File: src/rtl/acs_clk_regs.vh
// field layout and reset values of the analog column clock selector
// assumes inclusion by rtl files that build the column clock logic
`ifndef ACS_CLK_REGS_VH
`define ACS_CLK_REGS_VH

// --------------------------------------------------------------------
// aux clock select register fields
// --------------------------------------------------------------------
`define ACS_AUX_A_LSB      0
`define ACS_AUX_A_MSB      2
`define ACS_AUX_B_LSB      3
`define ACS_AUX_B_MSB      5
`define ACS_AUX_REG_W      6
`define ACS_AUX_REG_RST    6'h00

// --------------------------------------------------------------------
// column clock select register fields
// --------------------------------------------------------------------
`define ACS_COL_FIELD_W    2
`define ACS_COL_REG_W      8
`define ACS_COL_REG_RST    8'h00
`define ACS_NUM_COLS       4
`define ACS_NUM_DIG_BLKS   8
`define ACS_AUX_SEL_W      3
`define ACS_COL0_LSB       0
`define ACS_COL0_MSB       1
`define ACS_COL1_LSB       2
`define ACS_COL1_MSB       3
`define ACS_COL2_LSB       4
`define ACS_COL2_MSB       5
`define ACS_COL3_LSB       6
`define ACS_COL3_MSB       7

// --------------------------------------------------------------------
// column source encoding
// --------------------------------------------------------------------
`define ACS_SRC_SYS_A      2'h0
`define ACS_SRC_SYS_B      2'h1
`define ACS_SRC_AUX_A      2'h2
`define ACS_SRC_AUX_B      2'h3

// --------------------------------------------------------------------
// divider
// --------------------------------------------------------------------
`define ACS_DIV_W          2
`define ACS_DIV_HALF       2'h1
`define ACS_DIV_CNT_RST    2'h0
`define ACS_DIV_CNT_STEP   2'h1
`define ACS_OUT_RST        1'h0

`endif

File: src/rtl/acs_column_clock_select.v
// analog column clock selector: aux clock muxes, column muxes, /4
// assumes all clock sources are synchronous levels sampled at ref_clk_in
// Overview of operation
// aux clock a picks one of eight blocks
// aux clock b has its own select
// each column muxes four candidate sources
// two-bit select field per column
// column clock is source divided by four
// one divided clock feeds whole column
// select 0,1 system; 2,3 aux a,b
`timescale 1ns/1ps
`include "acs_clk_regs.vh"

module acs_column_clock_select (
  input  wire       ref_clk_in,
  input  wire       nrst_in,
  input  wire [7:0] dig_blk_clk_in,
  input  wire       sys_clk_src_a_in,
  input  wire       sys_clk_src_b_in,
  input  wire [5:0] aux_clock_select_reg_in,
  input  wire [7:0] column_clock_select_reg_in,
  output reg        aux_analog_clk_a_out,
  output reg        aux_analog_clk_b_out,
  output wire       column_clk_0_out,
  output wire       column_clk_1_out,
  output wire       column_clk_2_out,
  output wire       column_clk_3_out
);

  // ------------------------------------------------------------------
  // select fields
  // ------------------------------------------------------------------
  wire [2:0] aux_a_sel;
  wire [2:0] aux_b_sel;
  wire [1:0] col_sel_0;
  wire [1:0] col_sel_1;
  wire [1:0] col_sel_2;
  wire [1:0] col_sel_3;
  wire       aux_a_d;
  wire       aux_b_d;
  wire [3:0] col_clk;

  assign aux_a_sel = aux_clock_select_reg_in[`ACS_AUX_A_MSB:`ACS_AUX_A_LSB];
  assign aux_b_sel = aux_clock_select_reg_in[`ACS_AUX_B_MSB:`ACS_AUX_B_LSB];
  assign col_sel_0 = column_clock_select_reg_in[`ACS_COL0_MSB:`ACS_COL0_LSB];
  assign col_sel_1 = column_clock_select_reg_in[`ACS_COL1_MSB:`ACS_COL1_LSB];
  assign col_sel_2 = column_clock_select_reg_in[`ACS_COL2_MSB:`ACS_COL2_LSB];
  assign col_sel_3 = column_clock_select_reg_in[`ACS_COL3_MSB:`ACS_COL3_LSB];

  // ------------------------------------------------------------------
  // auxiliary clock source muxes
  // ------------------------------------------------------------------
  acs_blk_clk_mux #(
    .NUM_SRC     (`ACS_NUM_DIG_BLKS),
    .SEL_W       (`ACS_AUX_SEL_W)
  ) u_aux_a_mux (
    .blk_clk_in  (dig_blk_clk_in),
    .sel_in      (aux_a_sel),
    .clk_out     (aux_a_d)
  );

  acs_blk_clk_mux #(
    .NUM_SRC     (`ACS_NUM_DIG_BLKS),
    .SEL_W       (`ACS_AUX_SEL_W)
  ) u_aux_b_mux (
    .blk_clk_in  (dig_blk_clk_in),
    .sel_in      (aux_b_sel),
    .clk_out     (aux_b_d)
  );

  // ------------------------------------------------------------------
  // auxiliary clock registers
  // ------------------------------------------------------------------
  always @(posedge ref_clk_in or negedge nrst_in) begin
    if (!nrst_in) begin
      aux_analog_clk_a_out <= `ACS_OUT_RST;
      aux_analog_clk_b_out <= `ACS_OUT_RST;
    end else begin
      aux_analog_clk_a_out <= aux_a_d;
      aux_analog_clk_b_out <= aux_b_d;
    end
  end

  // ------------------------------------------------------------------
  // per column source mux and divider
  // ------------------------------------------------------------------
  acs_column_divider #(
    .HALF_CNT     (`ACS_DIV_HALF)
  ) u_col0_div (
    .ref_clk_in   (ref_clk_in),
    .nrst_in      (nrst_in),
    .src_sel_in   (col_sel_0),
    .sys_a_in     (sys_clk_src_a_in),
    .sys_b_in     (sys_clk_src_b_in),
    .aux_a_in     (aux_analog_clk_a_out),
    .aux_b_in     (aux_analog_clk_b_out),
    .col_clk_out  (col_clk[0])
  );

  acs_column_divider #(
    .HALF_CNT     (`ACS_DIV_HALF)
  ) u_col1_div (
    .ref_clk_in   (ref_clk_in),
    .nrst_in      (nrst_in),
    .src_sel_in   (col_sel_1),
    .sys_a_in     (sys_clk_src_a_in),
    .sys_b_in     (sys_clk_src_b_in),
    .aux_a_in     (aux_analog_clk_a_out),
    .aux_b_in     (aux_analog_clk_b_out),
    .col_clk_out  (col_clk[1])
  );

  acs_column_divider #(
    .HALF_CNT     (`ACS_DIV_HALF)
  ) u_col2_div (
    .ref_clk_in   (ref_clk_in),
    .nrst_in      (nrst_in),
    .src_sel_in   (col_sel_2),
    .sys_a_in     (sys_clk_src_a_in),
    .sys_b_in     (sys_clk_src_b_in),
    .aux_a_in     (aux_analog_clk_a_out),
    .aux_b_in     (aux_analog_clk_b_out),
    .col_clk_out  (col_clk[2])
  );

  acs_column_divider #(
    .HALF_CNT     (`ACS_DIV_HALF)
  ) u_col3_div (
    .ref_clk_in   (ref_clk_in),
    .nrst_in      (nrst_in),
    .src_sel_in   (col_sel_3),
    .sys_a_in     (sys_clk_src_a_in),
    .sys_b_in     (sys_clk_src_b_in),
    .aux_a_in     (aux_analog_clk_a_out),
    .aux_b_in     (aux_analog_clk_b_out),
    .col_clk_out  (col_clk[3])
  );

  // ------------------------------------------------------------------
  // column clock outputs
  // ------------------------------------------------------------------
  // single divided clock per column, fanned out to its blocks
  assign column_clk_0_out = col_clk[0];
  assign column_clk_1_out = col_clk[1];
  assign column_clk_2_out = col_clk[2];
  assign column_clk_3_out = col_clk[3];

endmodule // acs_column_clock_select

// --------------------------------------------------------------------
// one of n block clock mux
// --------------------------------------------------------------------
// sel width must cover every source: no out of range read
module acs_blk_clk_mux #(
  parameter NUM_SRC = 8,
  parameter SEL_W   = 3
) (
  input  wire [NUM_SRC-1:0] blk_clk_in,
  input  wire [SEL_W-1:0]   sel_in,
  output wire               clk_out
);

  assign clk_out = blk_clk_in[sel_in];

endmodule // acs_blk_clk_mux

// --------------------------------------------------------------------
// column source mux and divide by four
// --------------------------------------------------------------------
// divider phase is kept across select changes
module acs_column_divider #(
  parameter [`ACS_DIV_W-1:0] HALF_CNT = `ACS_DIV_HALF
) (
  input  wire       ref_clk_in,
  input  wire       nrst_in,
  input  wire [1:0] src_sel_in,
  input  wire       sys_a_in,
  input  wire       sys_b_in,
  input  wire       aux_a_in,
  input  wire       aux_b_in,
  output reg        col_clk_out
);

  reg                   src_d;
  reg                   src_q;
  reg  [`ACS_DIV_W-1:0] cnt_q;
  wire                  src_rise;

  // ------------------------------------------------------------------
  // column source mux
  // ------------------------------------------------------------------
  always @* begin
    case (src_sel_in)
      `ACS_SRC_SYS_A: src_d = sys_a_in;
      `ACS_SRC_SYS_B: src_d = sys_b_in;
      `ACS_SRC_AUX_A: src_d = aux_a_in;
      `ACS_SRC_AUX_B: src_d = aux_b_in;
      default:        src_d = sys_a_in;
    endcase
  end

  // ------------------------------------------------------------------
  // rising edge of the sampled source
  // ------------------------------------------------------------------
  // a source faster than half ref clock loses edges
  assign src_rise = src_d & ~src_q;

  always @(posedge ref_clk_in or negedge nrst_in) begin
    if (!nrst_in) begin
      src_q <= `ACS_OUT_RST;
    end else begin
      src_q <= src_d;
    end
  end

  // ------------------------------------------------------------------
  // divide by four
  // ------------------------------------------------------------------
  // toggle on every second source rise: output at f/4
  always @(posedge ref_clk_in or negedge nrst_in) begin
    if (!nrst_in) begin
      cnt_q       <= `ACS_DIV_CNT_RST;
      col_clk_out <= `ACS_OUT_RST;
    end else if (src_rise) begin
      if (cnt_q == HALF_CNT) begin
        cnt_q       <= `ACS_DIV_CNT_RST;
        col_clk_out <= ~col_clk_out;
      end else begin
        cnt_q <= cnt_q + `ACS_DIV_CNT_STEP;
      end
    end
  end

endmodule // acs_column_divider

File: config.mk
export PLATFORM = sky130hd
export DESIGN_NAME = acs_column_clock_select
export DESIGN_NICKNAME = d
export VERILOG_FILES = /design/src/rtl/acs_column_clock_select.v
export VERILOG_INCLUDE_DIRS = /design/src /design/src/rtl
export SDC_FILE = /design/constraint.sdc
export NUM_CORES = 1
export LEC_CHECK = 0
export BUFFER_PORTS_ARGS = -buffer_cell sky130_fd_sc_hd__buf_4
export CAP_MARGIN = 20
export CORE_UTILIZATION = 45
export DETAILED_ROUTE_END_ITERATION = 12
export GPL_ROUTABILITY_DRIVEN = 0
export PLACE_DENSITY = 0.79
export SLEW_MARGIN = 20
export SYNTH_ARGS = -nofsm -noshare
export SYNTH_HDL_FRONTEND = slang
export SYNTH_SLANG_ARGS = --single-unit
File: constraint.sdc
create_clock -name ref_clk_in -period 1.7 [get_ports ref_clk_in]
set_input_delay 0.085 -clock ref_clk_in [delete_from_list [all_inputs] [get_ports ref_clk_in]]
set_output_delay 0.085 -clock ref_clk_in [all_outputs]
set_load 0.005 [all_outputs]
Word-level counts from Yosys, hierarchy flattened
Cells that the tools add are included.
Cells by class
  reduce and logical (&&, ||, !) cells: 8
  order comparisons: 2
  equality and inequality tests: 16
  multiplexer cells: 12
  add/sub/neg operators: 4
  bitwise logic cells: 12
Operators by type and width (number)
  2-bit by 1-bit equality test with 1-bit output, second input constant: 8
  2-bit equality test, second input constant: 8
  1-bit case mux with 4 select lines: 4
  2-bit by 1-bit adder with 2-bit output, second input constant: 4
  2-bit logical NOT: 4
  3-bit by 4-bit less-than comparator with 1-bit output, second input constant: 2
  2-bit 2-to-1 mux: 4
  1-bit NOT: 8
  2-bit AND reduction: 4
  1-bit binary-select mux with 3-bit select: 2
  1-bit AND: 4
  1-bit 2-to-1 mux: 2
Word-level totals
  output and inout bits: 6
  input port bits: 26
  logic and storage cells: 68
  flip-flop bits (word level): 18

Logic depth before layout (Yosys ltp)
  word-level depth: 4
  depth in mapped cells: 3
  depth with buffers taken out: 3

By module
Synthesis repeated with hierarchy kept, for this count alone.
Unflattened totals
  cell total of the unflattened synthesis: 76
  area total of the unflattened synthesis: 1063.5 µm²
Modules (own cells, without submodules)
  acs_column_divider at u_col1_div ...: instances 3, area an instance 219.0 µm², sequential area each 100.1 µm², cells each 17
  acs_column_divider at u_col0_div: instances 1, area an instance 229.0 µm², sequential area each 100.1 µm², cells each 17
  acs_blk_clk_mux: instances 2, area an instance 63.8 µm², sequential area each 0.0 µm², cells each 3
  acs_column_clock_select: instances 1, area an instance 50.0 µm², sequential area each 50.0 µm², cells each 2

Least setup slack after synthesis
No wires, ideal clock.
  path type: flip-flop to flip-flop
  start point: register aux_analog_clk_b_out
  end point: register u_col1_div.col_clk_out
  clock period less this slack: 1.337 ns
  setup time: 0.123 ns
  data required time: 1.577 ns
  cell stages (with the launch flop): 4
  slack: 0.363 ns
  arrival: 1.214 ns
  path buffers: 0
  path through: dfrtp_1 > mux4_2 > and4bb_1 > xor2_1
On the way
  word-level cells in the longest chain between the ends: 3
Ends and longest elaborated chain
  start, declared: RTL line acs_column_clock_select.v:23  | output reg aux_analog_clk_b_out,
  start signal, assigned: RTL line acs_column_clock_select.v:77  | aux_analog_clk_b_out <= `ACS_OUT_RST;
  start signal, assigned: RTL line acs_column_clock_select.v:80  | aux_analog_clk_b_out <= aux_b_d;
  1-bit case mux with 4 select lines: RTL line acs_column_clock_select.v:193  | case (src_sel_in)
  via u_col1_div.src_d: RTL line acs_column_clock_select.v:184  | reg src_d;
  1-bit AND: RTL line acs_column_clock_select.v:206  | assign src_rise = src_d & ~src_q;
  2-bit AND reduction (no line)
  end signal, assigned: RTL line acs_column_clock_select.v:223  | col_clk_out <= `ACS_OUT_RST;
  end signal, assigned: RTL line acs_column_clock_select.v:227  | col_clk_out <= ~col_clk_out;
  end, declared: RTL line acs_column_clock_select.v:181  | output reg col_clk_out
The timed path passes the listed nets, and every way through them passes these cells.
A chain may end at the register's enable or synchronous reset.

Worst setup path in the final report
Same ends and word-level chain as after synthesis.

==> results.md <==
- Placement Cell Area: about 0.0012 mm²
- Pleak: between 0.0005 and 0.0006 µW
- Final Max Tran Viols: 0
- Starting Density: a little under half
- Seq/Total Area, Yosys: approximately 48%
- Wire per inst: 13.6 µm
- CTS Root Buffer Type: clkbuf_4
- Total chip power: roughly 1200 µW
- Share of the synthesized area in the top cell type: between 40% and 50%
- FP Rows: 16
- Die area: about 0.0023 mm²
- Skew-Pair Late Insertion Delay: about 0.29 ns
- Area delta synth->final: 32.9%
- Num ports: 32
- Crit path kind: flip-flop to flip-flop
- Final period util: about four fifths
- Average via count per standard cell: around 5.4
- Hold Slack: 0.0213 ns
- H-tree depth: 1
- Clk buf depth: 2
- Final hold vios: 0
- Clk pwr share: about 17%
- Vias in the first global route: approximately 630
- Post-Syn Instances: 68
- PostCTS Resize Cnt: 0
- YS warnings: 0
- Sw frac: around 30%
- Die height: about 48 µm
- Fillers: 170
- Worst min path class: input port to flip-flop
- Synth unique cells: 20
- Nets: 132
- Gate power share: slightly above 30%
- Global-route wire length before repair: ~2.6 mm
- FMAX: roughly 730 MHz
- Mapped Nets: 94
- Psw: 363 µW
- Post-Syn Area per Cell: 13.8 µm²
- Number of DRC markers in iteration 0: 8
- Rel. slew slack: between 80% and 90%
- CTS tree: yes
- Share of layout cells above drive strength 1: 44.2%
- Reg power frac: approximately 52%
- Clk slew on worst S/H paths: approximately 0.10 ns
- Inserted Clock Buffers: 3
- GRT overflow: 0
- Fin worst setup slack: 0.334 ns
- RSZ-0062 raised after global routing: false
- Cell-internal power: between 800 and 900 µW
- Core area: between 0.0015 and 0.002 mm²
- Post-Layout Inst Area: between 0.001 and 0.0015 mm²
- Max incr delay on CP: between 0.4 and 0.5 ns
- Top post-synthesis cells by area: dfrtp_1, mux4_2, mux2_2
- Routed vias: 713
- Cell taking the most area after synthesis: dfrtp_1
- Worst Path Arrival: between 1.5 and 2 ns
- Remaining DRCs: 0
- Syn Std Cell Area: about 940 µm²
- Worst endpoint required time: roughly 1.9 ns
- Most used DFF post-synth: dfrtp_1
- Total Wirelength: 1.79 mm
- Power Density: approximately 1000 mW/mm²
- Most common cell in the synthesized netlist: dfrtp_1
- Router iterations before antenna repair: 4
- Gr usage total: between 10% and 20%
- Sum Neg Setup Slack: 0 ns
- Post-synth top cells: dfrtp_1, mux2_2, mux4_2, nor2_1, xor2_1
- Largest net degree at the start of global routing: 19
- Setup violators final: 0
- Cells on Worst Hold Path: 2
- Crit end category: flip-flop
- Worst path slowest cell: mux4_2
- Critical path fanouts, max: 5
- Buffers on Ports: 31
- CTS sink cnt: 18
- Die width: about 48 µm
- Antenna violations before repair: 0
- Crit path cell chain: mux4_2, and4bb_1, xor2_1
- Maximum VDD drop: 0.600 mV
- Post-DRT Antenna Nets: 0
- EDFF count, synth: 0
- #FFs+latches synth: 18
- Minimum clock period after layout: about 1.4 ns
- DP HPWL: about 1.4 mm
- Place WS: between 0.3 and 0.4 ns
- MaxCap Viol Count: 0
- # Post-CTS Setup Buffers: 0
- Worst Clk Skew: 0.00388 ns
- Ant. Diodes: 0
- Worst r2r path cells: 3
- Asr flop ratio synth: 100%
- Status: complete, no violations
- CTS Hold Bufs: 2
- CP Launch Type: flip-flop
- Worst Max-Slew Pin Slew: 0.282 ns
power by group through the flow:
stage | sequential [µW] | clock [µW] | combinational, µW
floorplan | 645 | 0 | 205
global placement | 651 | 0 | 373
detailed placement | 660 | 0 | 389
CTS | 652 | 217 | 393
global route | 669 | 229 | 427
finish | 653 | 206 | 386
logic make-up after synthesis:
logic type	after synthesis	share of synthesized area, %
flip-flops	18	48.0
AND/OR/NAND/NOR	16	12.3
multiplexers	14	22.5
AO/OA/AOI/OAI	12	9.73
XOR/XNOR	8	7.47
final timing paths:
kind                                                         start  slack (ns)                                 end
worst max-delay path                aux_analog_clk_b_out$_DFF_PN0_        0.33  u_col1_div.col_clk_out$_DFFE_PN0P_
worst min-delay path                 column_clock_select_reg_in[1]        0.02          u_col0_div.src_q$_DFF_PN0_
worst max register to register      aux_analog_clk_b_out$_DFF_PN0_        0.33  u_col1_div.col_clk_out$_DFFE_PN0P_
worst min register to register  u_col1_div.col_clk_out$_DFFE_PN0P_        0.48  u_col1_div.col_clk_out$_DFFE_PN0P_
max in group asynchronous                                  nrst_in        1.32  u_col3_div.col_clk_out$_DFFE_PN0P_
min in group asynchronous                                  nrst_in        0.19     u_col0_div.cnt_q[0]$_DFFE_PN0P_
layer usage:
| metal | global-route usage (%) | wire (µm) | part of all wire (%) | vias to the layer above |
|---|---|---|---|---|
| li1 | - | - | - | 336 |
| met1 | 19.2 | 692 | 39 | 346 |
| met2 | 30.7 | 945 | 53 | 27 |
| met3 | 2.26 | 98 | 5.5 | 4 |
| met4 | 10.0 | 51 | 2.9 | 0 |
| met5 | 0 | 0 | 0 | - |
critical path: cells and delay by family (launching register included):
| family | cells | cell delay, ns |
|---|---|---|
| muxes | 1 | 0.49 |
| DFF | 1 | 0.42 |
| and+or+nand+nor | 1 | 0.21 |
| xor gates and xnor gates | 1 | 0.14 |
metrics by stage:
stage	cells	util, %
floorplan	68	-
global placement	126	61.4
detailed placement	126	61.4
CTS	131	63.6
global route	131	63.6
finish	131	63.6
area by class of cell:
class,instances,area (µm²),share of cell area (%)
multi-input combinational,50,488,39.1
sequential,18,450,36.1
timing repair buffer,33,253,20.3
tap,27,33.8,2.71
clock buffer,3,22.5,1.81
sequential cells by signal, summed over array words and instances (netlist names), 2 cells and up:
| register | cells |
|---|---|
| u_col0_div.cnt_q | 2 |
| u_col1_div.cnt_q | 2 |
| u_col2_div.cnt_q | 2 |
| u_col3_div.cnt_q | 2 |
layout by cell type (no fill, tap or decap), drive strengths merged:
| master | synthesis | routed |
|---|---|---|
| buf | 0 | 31 |
| dfrtp | 18 | 18 |
| mux2 | 7 | 7 |
| nor2 | 5 | 5 |
| mux4 | 5 | 5 |
| xor2 | 5 | 5 |
| a21boi | 4 | 4 |
| nor4b | 3 | 3 |
| xnor2 | 3 | 3 |
| clkbuf | 0 | 3 |
| mux2i | 2 | 2 |
| a21oi | 2 | 2 |
| nor2b | 2 | 2 |
| nand4bb | 2 | 2 |
| a2bb2oi | 2 | 2 |
| nand2b | 2 | 2 |
| o2bb2ai | 2 | 2 |
| dlygate4sd3 | 0 | 2 |
| a22o | 1 | 1 |
| and4bb | 1 | 1 |
| nor4bb | 1 | 1 |
| a22oi | 1 | 1 |
Note: power is estimated with default switching activity, not from simulation.
